File: src/rtl/nco_pkg.sv
// Purpose: constants for the numerically controlled oscillator block
// Assumes: 32-bit APB, one register per aligned word
// Notes:   byte registers sit in the low bits, upper bits read as zero
package nco_pkg;
    localparam int unsigned NCO_ACC_W   = 20;
    localparam int unsigned NCO_PCLK_HZ = 40_000_000;

    // register byte addresses
    localparam logic [7:0] NCO_ADDR_CTRL  = 8'h00;
    localparam logic [7:0] NCO_ADDR_CLK   = 8'h04;
    localparam logic [7:0] NCO_ADDR_ACCL  = 8'h08;
    localparam logic [7:0] NCO_ADDR_ACCH  = 8'h0C;
    localparam logic [7:0] NCO_ADDR_ACCU  = 8'h10;
    localparam logic [7:0] NCO_ADDR_INCL  = 8'h14;
    localparam logic [7:0] NCO_ADDR_INCH  = 8'h18;
    localparam logic [7:0] NCO_ADDR_INCU  = 8'h1C;
    localparam logic [7:0] NCO_ADDR_FLAG  = 8'h20;
    localparam logic [7:0] NCO_ADDR_IEN   = 8'h24;

    // oscillator_control fields
    localparam int unsigned NCO_CTRL_EN   = 7;
    localparam int unsigned NCO_CTRL_OUT  = 5;
    localparam int unsigned NCO_CTRL_POL  = 4;
    localparam int unsigned NCO_CTRL_PFM  = 0;
    // input_clock_control fields
    localparam int unsigned ACCUMULATOR_INPUT_CLOCK_PWS_LO = 5;
    localparam int unsigned ACCUMULATOR_INPUT_CLOCK_PWS_HI = 7;
    localparam int unsigned ACCUMULATOR_INPUT_CLOCK_CKS_LO = 0;
    localparam int unsigned ACCUMULATOR_INPUT_CLOCK_CKS_HI = 1;
    // flag and enable register fields
    localparam int unsigned NCO_FLAG_OVF  = 0;
    localparam int unsigned NCO_IEN_OVF   = 0;
    localparam int unsigned NCO_IEN_PER   = 1;
    localparam int unsigned NCO_IEN_GLB   = 2;

    localparam logic [7:0] NCO_BYTE_RST   = 8'h00;
    localparam logic [1:0] NCO_LOAD_DLY   = 2'h2;

    typedef enum logic [1:0] {
        NCO_SRC_FAST  = 2'b00,
        NCO_SRC_SYS   = 2'b01,
        NCO_SRC_CELL  = 2'b10,
        NCO_SRC_RSVD  = 2'b11
    } nco_src_type;
endpackage

File: src/rtl/nco_top.sv
// Purpose: 20-bit phase accumulator frequency generator with APB registers
// Assumes: source clocks are well below pclk/2; they are sampled, not used
//          as clocks, so every rising edge of the selected source becomes a one-cycle tick while en is set
// Notes:   sleep needs only fast_osc_keep here: the block never waits on the cpu
//          register map, one byte register per aligned 32-bit word:
//            0x00 oscillator_control   en, out (ro), polarity, mode
//            0x04 input_clock_control  pulse width code, source code
//            0x08 0x0C 0x10            accumulator low, high, upper
//            0x14 0x18 0x1C            increment low, high, upper
//            0x20 overflow_interrupt_flag, write zero clears
//            0x24 interrupt enables: overflow, peripheral, global
//          every unmapped or unaligned access answers with pslverr
//          and reads as zero unless its low address byte names a register; writes there are dropped
//          the hidden increment buffer has no address at all
//
// The APB slave port and the placing of the registers are this design's own decisions.
`timescale 1ns/1ps
module nco_top
    import nco_pkg::*;
(
    input  wire logic        pclk,
    input  wire logic        presetn,
    input  wire logic        psel,
    input  wire logic        penable,
    input  wire logic        pwrite,
    input  wire logic [31:0] paddr,
    input  wire logic [31:0] pwdata,
    output logic      [31:0] prdata,
    output logic             pready,
    output logic             pslverr,
    input  wire logic        fast_osc_in,
    input  wire logic        sys_osc_in,
    input  wire logic        cell_in,
    output logic             wave_out,
    output logic             pin_out,
    output logic             fast_osc_keep,
    output logic             irq
);
    localparam int unsigned W = NCO_ACC_W;

    // pulse width minus one, in input periods
    function automatic logic [7:0] width_m1(input logic [2:0] code);
        width_m1 = (8'h01 << code) - 8'h01;
    endfunction

    // unpacked so each synchroniser process owns its own element
    logic [1:0]      sync_r [0:2];
    logic            src_d_r;
    logic [7:0]      ctrl_r;
    logic [7:0]      clk_r;
    logic [W-1:0]    acc_r;
    logic [W-1:0]    inc_r;
    logic [W-1:0]    incbuf_r;
    logic [1:0]      load_cnt_r;
    logic            toggle_r;
    logic            pulse_r;
    logic [7:0]      pcnt_r;
    logic            flag_r;
    logic [2:0]      ien_r;
    logic [31:0]     prdata_r;

    // source pins are asynchronous: two flops each
    // all three sources are synchronised all the time, so a change of
    // source select never sees a stale first-stage value; the cost is
    // a few idle flops on the unselected paths
    genvar gi;
    generate
        for (gi = 0; gi < 3; gi++) begin : g_sync
            logic src_pin;
            if (gi == 0) begin : g_f
                assign src_pin = fast_osc_in;
            end else if (gi == 1) begin : g_s
                assign src_pin = sys_osc_in;
            end else begin : g_c
                assign src_pin = cell_in;
            end
            always_ff @(posedge pclk or negedge presetn) begin
                if (!presetn) begin
                    sync_r[gi] <= 2'h0;
                end else begin
                    sync_r[gi] <= {sync_r[gi][0], src_pin};
                end
            end
        end
    endgenerate

    wire         en      = ctrl_r[NCO_CTRL_EN];
    wire         pol     = ctrl_r[NCO_CTRL_POL];
    wire         pfm     = ctrl_r[NCO_CTRL_PFM];
    wire [2:0]   pws     = clk_r[ACCUMULATOR_INPUT_CLOCK_PWS_HI:ACCUMULATOR_INPUT_CLOCK_PWS_LO];
    wire nco_src_type cks = nco_src_type'(clk_r[ACCUMULATOR_INPUT_CLOCK_CKS_HI:ACCUMULATOR_INPUT_CLOCK_CKS_LO]);

    wire src_lvl = (cks == NCO_SRC_FAST) ? sync_r[0][1] :
                   (cks == NCO_SRC_SYS)  ? sync_r[1][1] :
                   (cks == NCO_SRC_CELL) ? sync_r[2][1] : 1'b0;
    // edge flop resets low, matching the idle level of a stopped
    // source; a source that idles high gives one tick after reset,
    // which is harmless because the module is still disabled then
    wire src_rise = src_lvl & ~src_d_r;
    wire tick = src_rise & en;

    wire [W:0] sum   = {1'b0, acc_r} + {1'b0, incbuf_r};
    wire       ovf   = tick & sum[W];

    // APB decode
    // no wait states: writes land at the access edge, and read data is
    // captured at the setup edge so it stands through the access phase
    // a read therefore shows the state one cycle before the access
    wire        setup  = psel & ~penable;
    wire        wr     = psel & penable & pwrite;
    wire [7:0]  a      = paddr[7:0];
    wire        mapped = (paddr[31:8] == 24'h000000) && (a[1:0] == 2'b00)
                         && (a <= NCO_ADDR_IEN);
    wire        wr_ok  = wr & mapped;
    wire        w_ctrl = wr_ok && (a == NCO_ADDR_CTRL);
    wire        w_clk  = wr_ok && (a == NCO_ADDR_CLK);
    wire        w_accl = wr_ok && (a == NCO_ADDR_ACCL);
    wire        w_acch = wr_ok && (a == NCO_ADDR_ACCH);
    wire        w_accu = wr_ok && (a == NCO_ADDR_ACCU);
    wire        w_incl = wr_ok && (a == NCO_ADDR_INCL);
    wire        w_inch = wr_ok && (a == NCO_ADDR_INCH);
    wire        w_incu = wr_ok && (a == NCO_ADDR_INCU);
    wire        w_flag = wr_ok && (a == NCO_ADDR_FLAG);
    wire        w_ien  = wr_ok && (a == NCO_ADDR_IEN);
    wire [7:0]  wb     = pwdata[7:0];

    wire pol_evt = w_ctrl && (wb[NCO_CTRL_POL] != pol) && ien_r[NCO_IEN_OVF];

    wire raw_out = pfm ? pulse_r : toggle_r;
    wire fin_out = raw_out ^ pol;

    wire [7:0] ctrl_rd = {ctrl_r[7:6], fin_out, ctrl_r[4:0]};

    // read mux; unimplemented bits of each byte read as zero
    wire [7:0] rd_byte =
        (a == NCO_ADDR_CTRL) ? ctrl_rd :
        (a == NCO_ADDR_CLK)  ? clk_r :
        (a == NCO_ADDR_ACCL) ? acc_r[7:0] :
        (a == NCO_ADDR_ACCH) ? acc_r[15:8] :
        (a == NCO_ADDR_ACCU) ? {4'h0, acc_r[19:16]} :
        (a == NCO_ADDR_INCL) ? inc_r[7:0] :
        (a == NCO_ADDR_INCH) ? inc_r[15:8] :
        (a == NCO_ADDR_INCU) ? {4'h0, inc_r[19:16]} :
        (a == NCO_ADDR_FLAG) ? {7'h00, flag_r} :
        (a == NCO_ADDR_IEN)  ? {5'h00, ien_r} : 8'h00;

    always_ff @(posedge pclk or negedge presetn) begin
        if (!presetn) begin
            src_d_r  <= 1'b0;
            ctrl_r   <= NCO_BYTE_RST;
            clk_r    <= NCO_BYTE_RST;
            ien_r    <= 3'h0;
            prdata_r <= 32'h0000_0000;
        end else begin
            src_d_r <= src_lvl;
            // enable bit writable, unused bits stay zero
            if (w_ctrl) begin
                ctrl_r <= {wb[NCO_CTRL_EN], 2'b00, wb[NCO_CTRL_POL],
                           3'b000, wb[NCO_CTRL_PFM]};
            end
            if (w_clk) begin
                clk_r <= {wb[7:5], 3'b000, wb[1:0]};
            end
            if (w_ien) begin
                ien_r <= wb[2:0];
            end
            if (setup) begin
                prdata_r <= {24'h000000, rd_byte};
            end
        end
    end

    // software writes win over a tick; undefined if running
    logic [W-1:0] acc_nxt;
    always_comb begin
        acc_nxt = tick ? sum[W-1:0] : acc_r;
        if (w_accl) begin
            acc_nxt[7:0] = wb;
        end
        if (w_acch) begin
            acc_nxt[15:8] = wb;
        end
        if (w_accu) begin
            acc_nxt[19:16] = wb[3:0];
        end
    end

    logic [W-1:0] inc_nxt;
    always_comb begin
        inc_nxt = inc_r;
        if (w_incl) begin
            inc_nxt[7:0] = wb;
        end
        if (w_inch) begin
            inc_nxt[15:8] = wb;
        end
        if (w_incu) begin
            inc_nxt[19:16] = wb[3:0];
        end
    end

    // double buffer: the adder only ever sees incbuf_r, so a partly
    // written increment never reaches it while the module runs;
    // software must finish upper and high before touching low
    wire inc_wr   = w_incl | w_inch | w_incu;
    // second input edge after a low-byte write
    wire load_now = tick && (load_cnt_r == 2'h1);

    always_ff @(posedge pclk or negedge presetn) begin
        if (!presetn) begin
            acc_r      <= '0;
            inc_r      <= '0;
            incbuf_r   <= '0;
            load_cnt_r <= 2'h0;
        end else begin
            acc_r <= acc_nxt;
            inc_r <= inc_nxt;
            // disabled: buffer follows writes at once
            if (!en && inc_wr) begin
                incbuf_r <= inc_nxt;
            end else if (load_now) begin
                incbuf_r <= inc_r;
            end
            // arm on low-byte write, count input edges
            if (en && w_incl) begin
                load_cnt_r <= NCO_LOAD_DLY;
            end else if (!en) begin
                load_cnt_r <= 2'h0;
            end else if (tick && load_cnt_r != 2'h0) begin
                load_cnt_r <= load_cnt_r - 2'h1;
            end
        end
    end

    // output stages; pulse counter restarts on overlap so output stays put
    // pcnt_r counts remaining input periods after the start tick; a
    // width of 2^code ticks ends on the tick where the count is zero
    // the toggle and pulse paths both run; the mode bit only picks one
    // at the output, so switching modes shows the other path at once
    always_ff @(posedge pclk or negedge presetn) begin
        if (!presetn) begin
            toggle_r <= 1'b0;
            pulse_r  <= 1'b0;
            pcnt_r   <= 8'h00;
        end else begin
            if (ovf) begin
                toggle_r <= ~toggle_r;
            end
            if (ovf) begin
                pulse_r <= 1'b1;
                pcnt_r  <= width_m1(pws);
            end else if (tick && pulse_r) begin
                if (pcnt_r == 8'h00) begin
                    pulse_r <= 1'b0;
                end else begin
                    pcnt_r <= pcnt_r - 8'h01;
                end
            end
        end
    end

    // a polarity flip with the overflow enable set sets the same flag as an overflow; software can
    // not tell them apart, which matches the single flag bit
    // overflow sets flag
    // held until software writes zero; set beats clear
    always_ff @(posedge pclk or negedge presetn) begin
        if (!presetn) begin
            flag_r <= 1'b0;
        end else if (ovf || pol_evt) begin
            flag_r <= 1'b1;
        end else if (w_flag && !wb[NCO_FLAG_OVF]) begin
            flag_r <= 1'b0;
        end
    end

    assign prdata  = prdata_r;
    // every register answers at once, so ready never drops
    assign pready  = 1'b1;
    assign pslverr = psel & penable & ~mapped;
    // mode bit selects pulse or fixed duty
    // final output to peripherals and pin
    assign wave_out = fin_out;
    assign pin_out  = fin_out;
    // hold fast oscillator on in sleep
    // no sleep input: block runs whenever its source runs
    assign fast_osc_keep = en && (cks == NCO_SRC_FAST);
    assign irq = flag_r & en & ien_r[NCO_IEN_OVF] & ien_r[NCO_IEN_PER]
                 & ien_r[NCO_IEN_GLB];
endmodule

File: config.mk
export PLATFORM = sky130hd
export DESIGN_NAME = nco_top
export DESIGN_NICKNAME = d
export VERILOG_FILES = /design/src/rtl/nco_pkg.sv /design/src/rtl/nco_top.sv
export SDC_FILE = /design/constraint.sdc
export NUM_CORES = 1
export LEC_CHECK = 0
export ABC_AREA = 1
export BUFFER_PORTS_ARGS = -buffer_cell sky130_fd_sc_hd__buf_4
export CAP_MARGIN = 5
export CORE_MARGIN = 2
export CORE_UTILIZATION = 24
export CTS_CLUSTER_DIAMETER = 120
export DETAILED_ROUTE_END_ITERATION = 8
export PLACE_DENSITY = 0.53
export SLEW_MARGIN = 40
export SYNTH_ARGS = -nofsm -noshare
export SYNTH_HDL_FRONTEND = slang
export SYNTH_SLANG_ARGS = --single-unit
File: constraint.sdc
create_clock -name pclk -period 2.7 [get_ports pclk]
set_input_delay 0.81 -clock pclk [delete_from_list [all_inputs] [get_ports pclk]]
set_output_delay 0.81 -clock pclk [all_outputs]
set_load 0.05 [all_outputs]
# Word level (Yosys, flattened, before mapping)
# Index checks and enable logic that the tools add are counted.
word_totals:
  regBits: 99
  input_bits: 72
  output_inout_bits: 38
  elab_cells: 131
classes:
  add_sub_neg: 4
  order_cmp: 1
  eq_ne: 15
  shifts: 1
  mux: 34
  bitwise: 19
  n_reduce_logical: 39
op_table:
  columns: ["cell", "n"]
  rows:
  - ["$mux 8", 14]
  - ["$mux 20", 3]
  - ["$eq 8x5->1 const B", 4]
  - ["$logic_not 24->1", 1]
  - ["$add 20x20->21", 1]
  - ["$logic_and 1x1->1", 21]
  - ["$eq 8x4->1 const B", 2]
  - ["$eq 8x6->1 const B", 2]
  - ["$logic_not 8->1", 2]
  - ["$reduce_bool 2->1", 8]
  - ["$sub 8x1->8 const B", 2]
  - ["$and 1x1->1", 12]
  - ["$mux 4", 3]
  - ["$mux 1", 9]
  - ["$eq 8x3->1 const B", 1]
  - ["$le 8x6->1 const B", 1]
  - ["$shl 1x3->8 const A", 1]
  - ["$mux 2", 3]
  - ["$mux 3", 2]
  - ["$eq 2x1->1 const B", 2]
  - ["$logic_not 2->1", 2]
  - ["$not 1->1", 4]
  - ["$reduce_and 2->1", 2]
  - ["$ne 3x1->1 const B", 1]
  - ["other kinds (8)", 10]

# Longest topological paths before layout
logic_depth:
  depth_word: 11
  depth_mapped: 19
  mapped_depth_nobuf: 19

# Worst setup path after synthesis
# OpenSTA, ideal clock, no wires.
synth_path:
  path_kind: "input-to-output"
  start: "in paddr[7]"
  end: "out pslverr"
  arrival_ps: 1947
  required_ps: 1890
  setup_slack_ps: -57
  stages: 8
  path_buffers: 0
  cell_sequence: "nor2_1 -> nand3_1 -> nor2_2 -> inv_2 -> o21ai_1 -> nand2_1 -> clkinv_2 -> nor2_1"
synth_between:
  elab_chain_len: 4
synth_rtl:
  columns: ["element", "line_no", "rtl"]
  rows:
  - ["start, declared", "nco_top.sv:26", "input wire logic [31:0] paddr,"]
  - ["$le 8x6->1", "nco_top.sv:113", "&& (a <= NCO_ADDR_IEN);"]
  - ["$logic_and 1x1->1", "nco_top.sv:113", null]
  - ["$not 1->1", "nco_top.sv:279", "assign pslverr = psel & penable & ~mapped;"]
  - ["$and 1x1->1", "nco_top.sv:279", null]
  - ["end, declared", "nco_top.sv:30", "output logic pslverr,"]
# Every way passes these cells.

# Worst setup path in the final report
layout_path:
  start: "in paddr[1]"
  end: "out pslverr"
layout_between:
  elab_chain_len: 5
  word_cells_on_any_way: 6
  classes_between: "order compare: 1; bitwise: 2; reduce/logical: 3"
layout_rtl:
  columns: ["element", "line_no"]
  rows:
  - ["branches (longest 2 deep; another with $le 8x6->1)", null]
  - ["$logic_and 1x1->1 *", "nco_top.sv:113"]
  - ["$not 1->1 *", "nco_top.sv:279"]
  - ["$and 1x1->1 *", "nco_top.sv:279"]
# Every way passes the cells marked *.

==> metrics.md <==
| Metric | Value |
|---|---|
| Status | finished clean |
| Mean cell area of the mapped netlist | 7.485 um^2 |
| Half-perimeter wire length after placement | 15.02 mm |
| Power share of the clock group | 23.9% |
| Proportion of power drawn by combinational gates | 37.9% |
| Kind of end point of the critical path | output port |
| Post-synth top area share | 39.03% |
| Setup CP Type | input pin to output port |
| Total leakage power | 0.003883 uW |
| Post-synthesis compound-gate area fraction | 13.38% |
| Master cell of the clock root buffer | clkbuf_16 |
| RSZ-0062 raised after global routing | no |
| Number of warnings reported in the yosys synthesis log | 0 |
| Mux cell area share after synthesis | 0% |
| Most common library cell in the layout ignoring fill and taps | nand2_1 |
| Clk slew on worst S/H paths | 0.07 ns |
| Die area | 27760 um^2 |
| Clock insertion delay at the later pin of the skew report | 0.36 ns |
| Final routed wirelength across all metal layers | 19.37 mm |
| Switching fraction of total power | 39.22% |
| CTS tree | built |
| Ant diodes | 0 |
| Horizontal die dimension | 166.6 um |
| Remaining antenna violation count after routing | 0 |
| Cell types with the largest area share after synthesis | dfrtp_1, nand2_1, nand3_1 |
| Area added between synthesis and finish | 22.37% |
| Worst hold slack across all endpoints | 0.2891 ns |
| Vertical die dimension | 166.6 um |
| Standard-cell rows | 59 |
| Number of buffers added on ports | 60 |
| Number of hold buffers added after cts | 0 |
| Pins Over Slew Limit | 0 |
| Placed Instances | 1273 |
| Synthesized netlist cell count | 848 |
| Most area-hungry cell type in the Yosys netlist | dfrtp_1 |
| RD Place Congestion | 0.8466 |
| Total number of vias | 5911 |
| Power per cell area | 679.7 nW/um^2 |
| Net count, final | 1048 |
| Setup Total Neg Slack | 0 ns |
| Via density per instance | 4.579 |
| Proportion of layout cells with a drive suffix above 1 | 19.14% |
| Cell Count, Final, Fillers Out | 1291 |
| Max Fanout on Critical Path | 3 |
| Initial antenna violation count | 0 |
| Seq/Total Area, Yosys | 39.03% |
| Number of storage elements in the synthesis netlist | 99 |
| Dominant combinational cell family by area after synthesis | simple AND/OR/NAND/NOR gates |
| Total global routing track utilization | 14.14% |
| Count of unique library cells instantiated by Yosys | 47 |
| Post-synth EDFFs | 0 |
| Cell area after technology mapping | 6347 um^2 |
| Hold Violations, Final | 0 |
| Clock Path Buffers | 2 |
| Global-route wire length before repair | 31.06 mm |
| Period Utilization, post-route | 95.26% |
| Slew at the pin closest to its max-slew limit | 0.5331 ns |
| Worst slew margin | 64.34% |
| Internal Dissipation | 3209 uW |
| Cts bufs inserted | 9 |
| Arrival time of data at the critical path endpoint | 1.76 ns |
| Worst vdd rail ir drop | 0.2491 mV |
| Post-synthesis adder-cell area fraction | 4.849% |
| Floorplan core area | 25980 um^2 |
| CTS H-Tree Depth | 3 |
| Upper clock frequency limit | 388.8 MHz |
| Startpoint type of the worst setup path | input pin |
| Net load switching power | 2071 uW |
| Main synth FF type | dfrtp_1 |
| Global route total overflow | 0 |
| # clock sinks | 99 |
| Max-capacitance violation count | 0 |
| Req. time, crit path | 1.89 ns |
| Total DRC errors in the routed layout | 0 |
| Maximum number of pins on one net before global-route repair | 88 |
| Leading cell types in the layout, fill and taps excluded | nand2_1, buf_4, nand3_1, dfrtp_1, inv_1 |
| IO Count | 110 |
| Simple-gate share of the synthesized area | 30.38% |
| Starting Density | 24.43% |
| Share of synthesized registers carrying an async set or reset | 100.0% |
| Tmin final | 2.572 ns |
| Final worst clock skew | 0.01260 ns |
| Via count of the first global-routing pass | 5754 |
| Sequential group share of total power | 38.2% |
| Routed len/inst | 15.01 um |
| Worst hold path class | input pin to async pin |
| Pre-Repair DR Iteration Count | 5 |
| Iteration-0 DRC Markers | 397 |
| XOR/XNOR share of the synthesized area | 2.070% |
| Total setup violations reported at the end of the flow | 0 |
[repair_timing]
action                                  in CTS  in global routing
buffers inserted                             0                  3
endpoints found under the setup margin       0                  9
hold endpoints to repair                     0                  0
resized for setup                            0                 12
[synthesized netlist by cell type, types with 2 or more instances]
library cell	n
nand2_1	220
nand3_4	3
inv_2	6
nand2_2	6
nand3_1	108
buf_1	3
nor2_4	2
a22o_1	2
o21ai_2	5
nand4_1	2
nor3_1	10
nor2_1	45
inv_1	84
o211ai_1	14
ha_1	23
a21o_1	2
a21oi_1	41
nor4_1	6
o21ai_1	10
xnor2_1	2
nand3_2	3
clkinv_1	3
nand2_4	4
nor2_2	5
or2_1	2
o21bai_1	3
xor2_1	13
a31oi_1	3
dfrtp_1	99
a211oi_1	2
o2111ai_1	4
buf_4	29
o21ai_0	57
clkbuf_1	3
or2_2	4
buf_2	8
conb_1	2
[flip-flops by register name, indices dropped and copies added (netlist names)]
signal      flops
incbuf_r       20
clk_r           5
toggle_r        1
ctrl_r          3
pulse_r         1
pcnt_r          8
acc_r          20
load_cnt_r      2
inc_r          20
ien_r           3
src_d_r         1
flag_r          1
sync_r          6
prdata          8
[power by group through the flow]
| stage | Combinational (uW) | Clock (uW) | Sequential (uW) |
|---|---|---|---|
| after floorplan | 1420 | 0 | 1970 |
| after global placement | 1960 | 0 | 2040 |
| after detailed placement | 1970 | 0 | 2040 |
| after CTS | 1990 | 1300 | 2020 |
| after global routing | 2270 | 1350 | 2050 |
| final | 2000 | 1260 | 2020 |
[final timing paths]
| kind | to | cells past startpoint | slack (ns) | from |
|---|---|---|---|---|
| max | pslverr | 10 | 0.13 | paddr[1] |
| min | pcnt_r[0]$_DFFE_PN0P_ | 1 | 0.29 | presetn |
| max reg2reg | pcnt_r[5]$_DFFE_PN0P_ | 15 | 0.18 | incbuf_r[0]$_DFFE_PN0P_ |
| min reg2reg | sync_r[3]$_DFF_PN0_ | 0 | 0.35 | sync_r[2]$_DFF_PN0_ |
| max in group asynchronous | inc_r[8]$_DFF_PN0_ | 2 | 1.67 | presetn |
| min in group pclk | sync_r[3]$_DFF_PN0_ | 0 | 0.35 | sync_r[2]$_DFF_PN0_ |
[critical path, stage by stage]
cell and delay, ns:
buf_4 0.12, nor2_4 0.12, nand3_2 0.10, nor2_2 0.15
inv_2 0.05, o21ai_1 0.07, nand2_1 0.08, clkinv_2 0.06
nor2_2 0.03, buf_4 0.18
[through the flow]
stage	power, uW	area, um^2	utilization, %	setup WS, ns
after global routing	5672	7767	29.89	0.0007703
after global placement	4000	7422	28.56	0.04678
final	5280	7767	29.89	0.1281
after floorplan	3384	6436	-	0.1202
after detailed placement	4015	7422	28.56	0.06067
after CTS	5305	7701	29.64	0.04384
[logic make-up (layout without fill, tap and decap cells)]
| kind of cell | count (synthesis) | count (layout) |
|---|---|---|
| AND/OR/NAND/NOR | 423 | 423 |
| AO/OA/AOI/OAI | 147 | 147 |
| buffers and inverters | 138 | 223 |
| flip-flops | 99 | 99 |
| adder cells (fa/ha/maj) | 24 | 24 |
| XOR/XNOR | 15 | 15 |
| other | 2 | 25 |
[layer usage]
| metal | wire (um) | GRT usage (%) |
|---|---|---|
| met5 | 0 | 0 |
| met4 | 279 | 2.886 |
| met3 | 1207 | 3.089 |
| met2 | 8634 | 22.49 |
| met1 | 9250 | 19.78 |
[area by class of cell]
type / count / area (um^2)
Tap cell: 335 / 419.2
Sequential cell: 99 / 2477
Clock inverter: 4 / 36.28
Clock buffer: 11 / 242.7
Fill cell: 2840 / 18220
Timing Repair Buffer: 114 / 880.8
Multi-Input combinational cell: 634 / 3357
Inverter: 94 / 354.1
No activity file was read; power rests on OpenSTA's default activity.
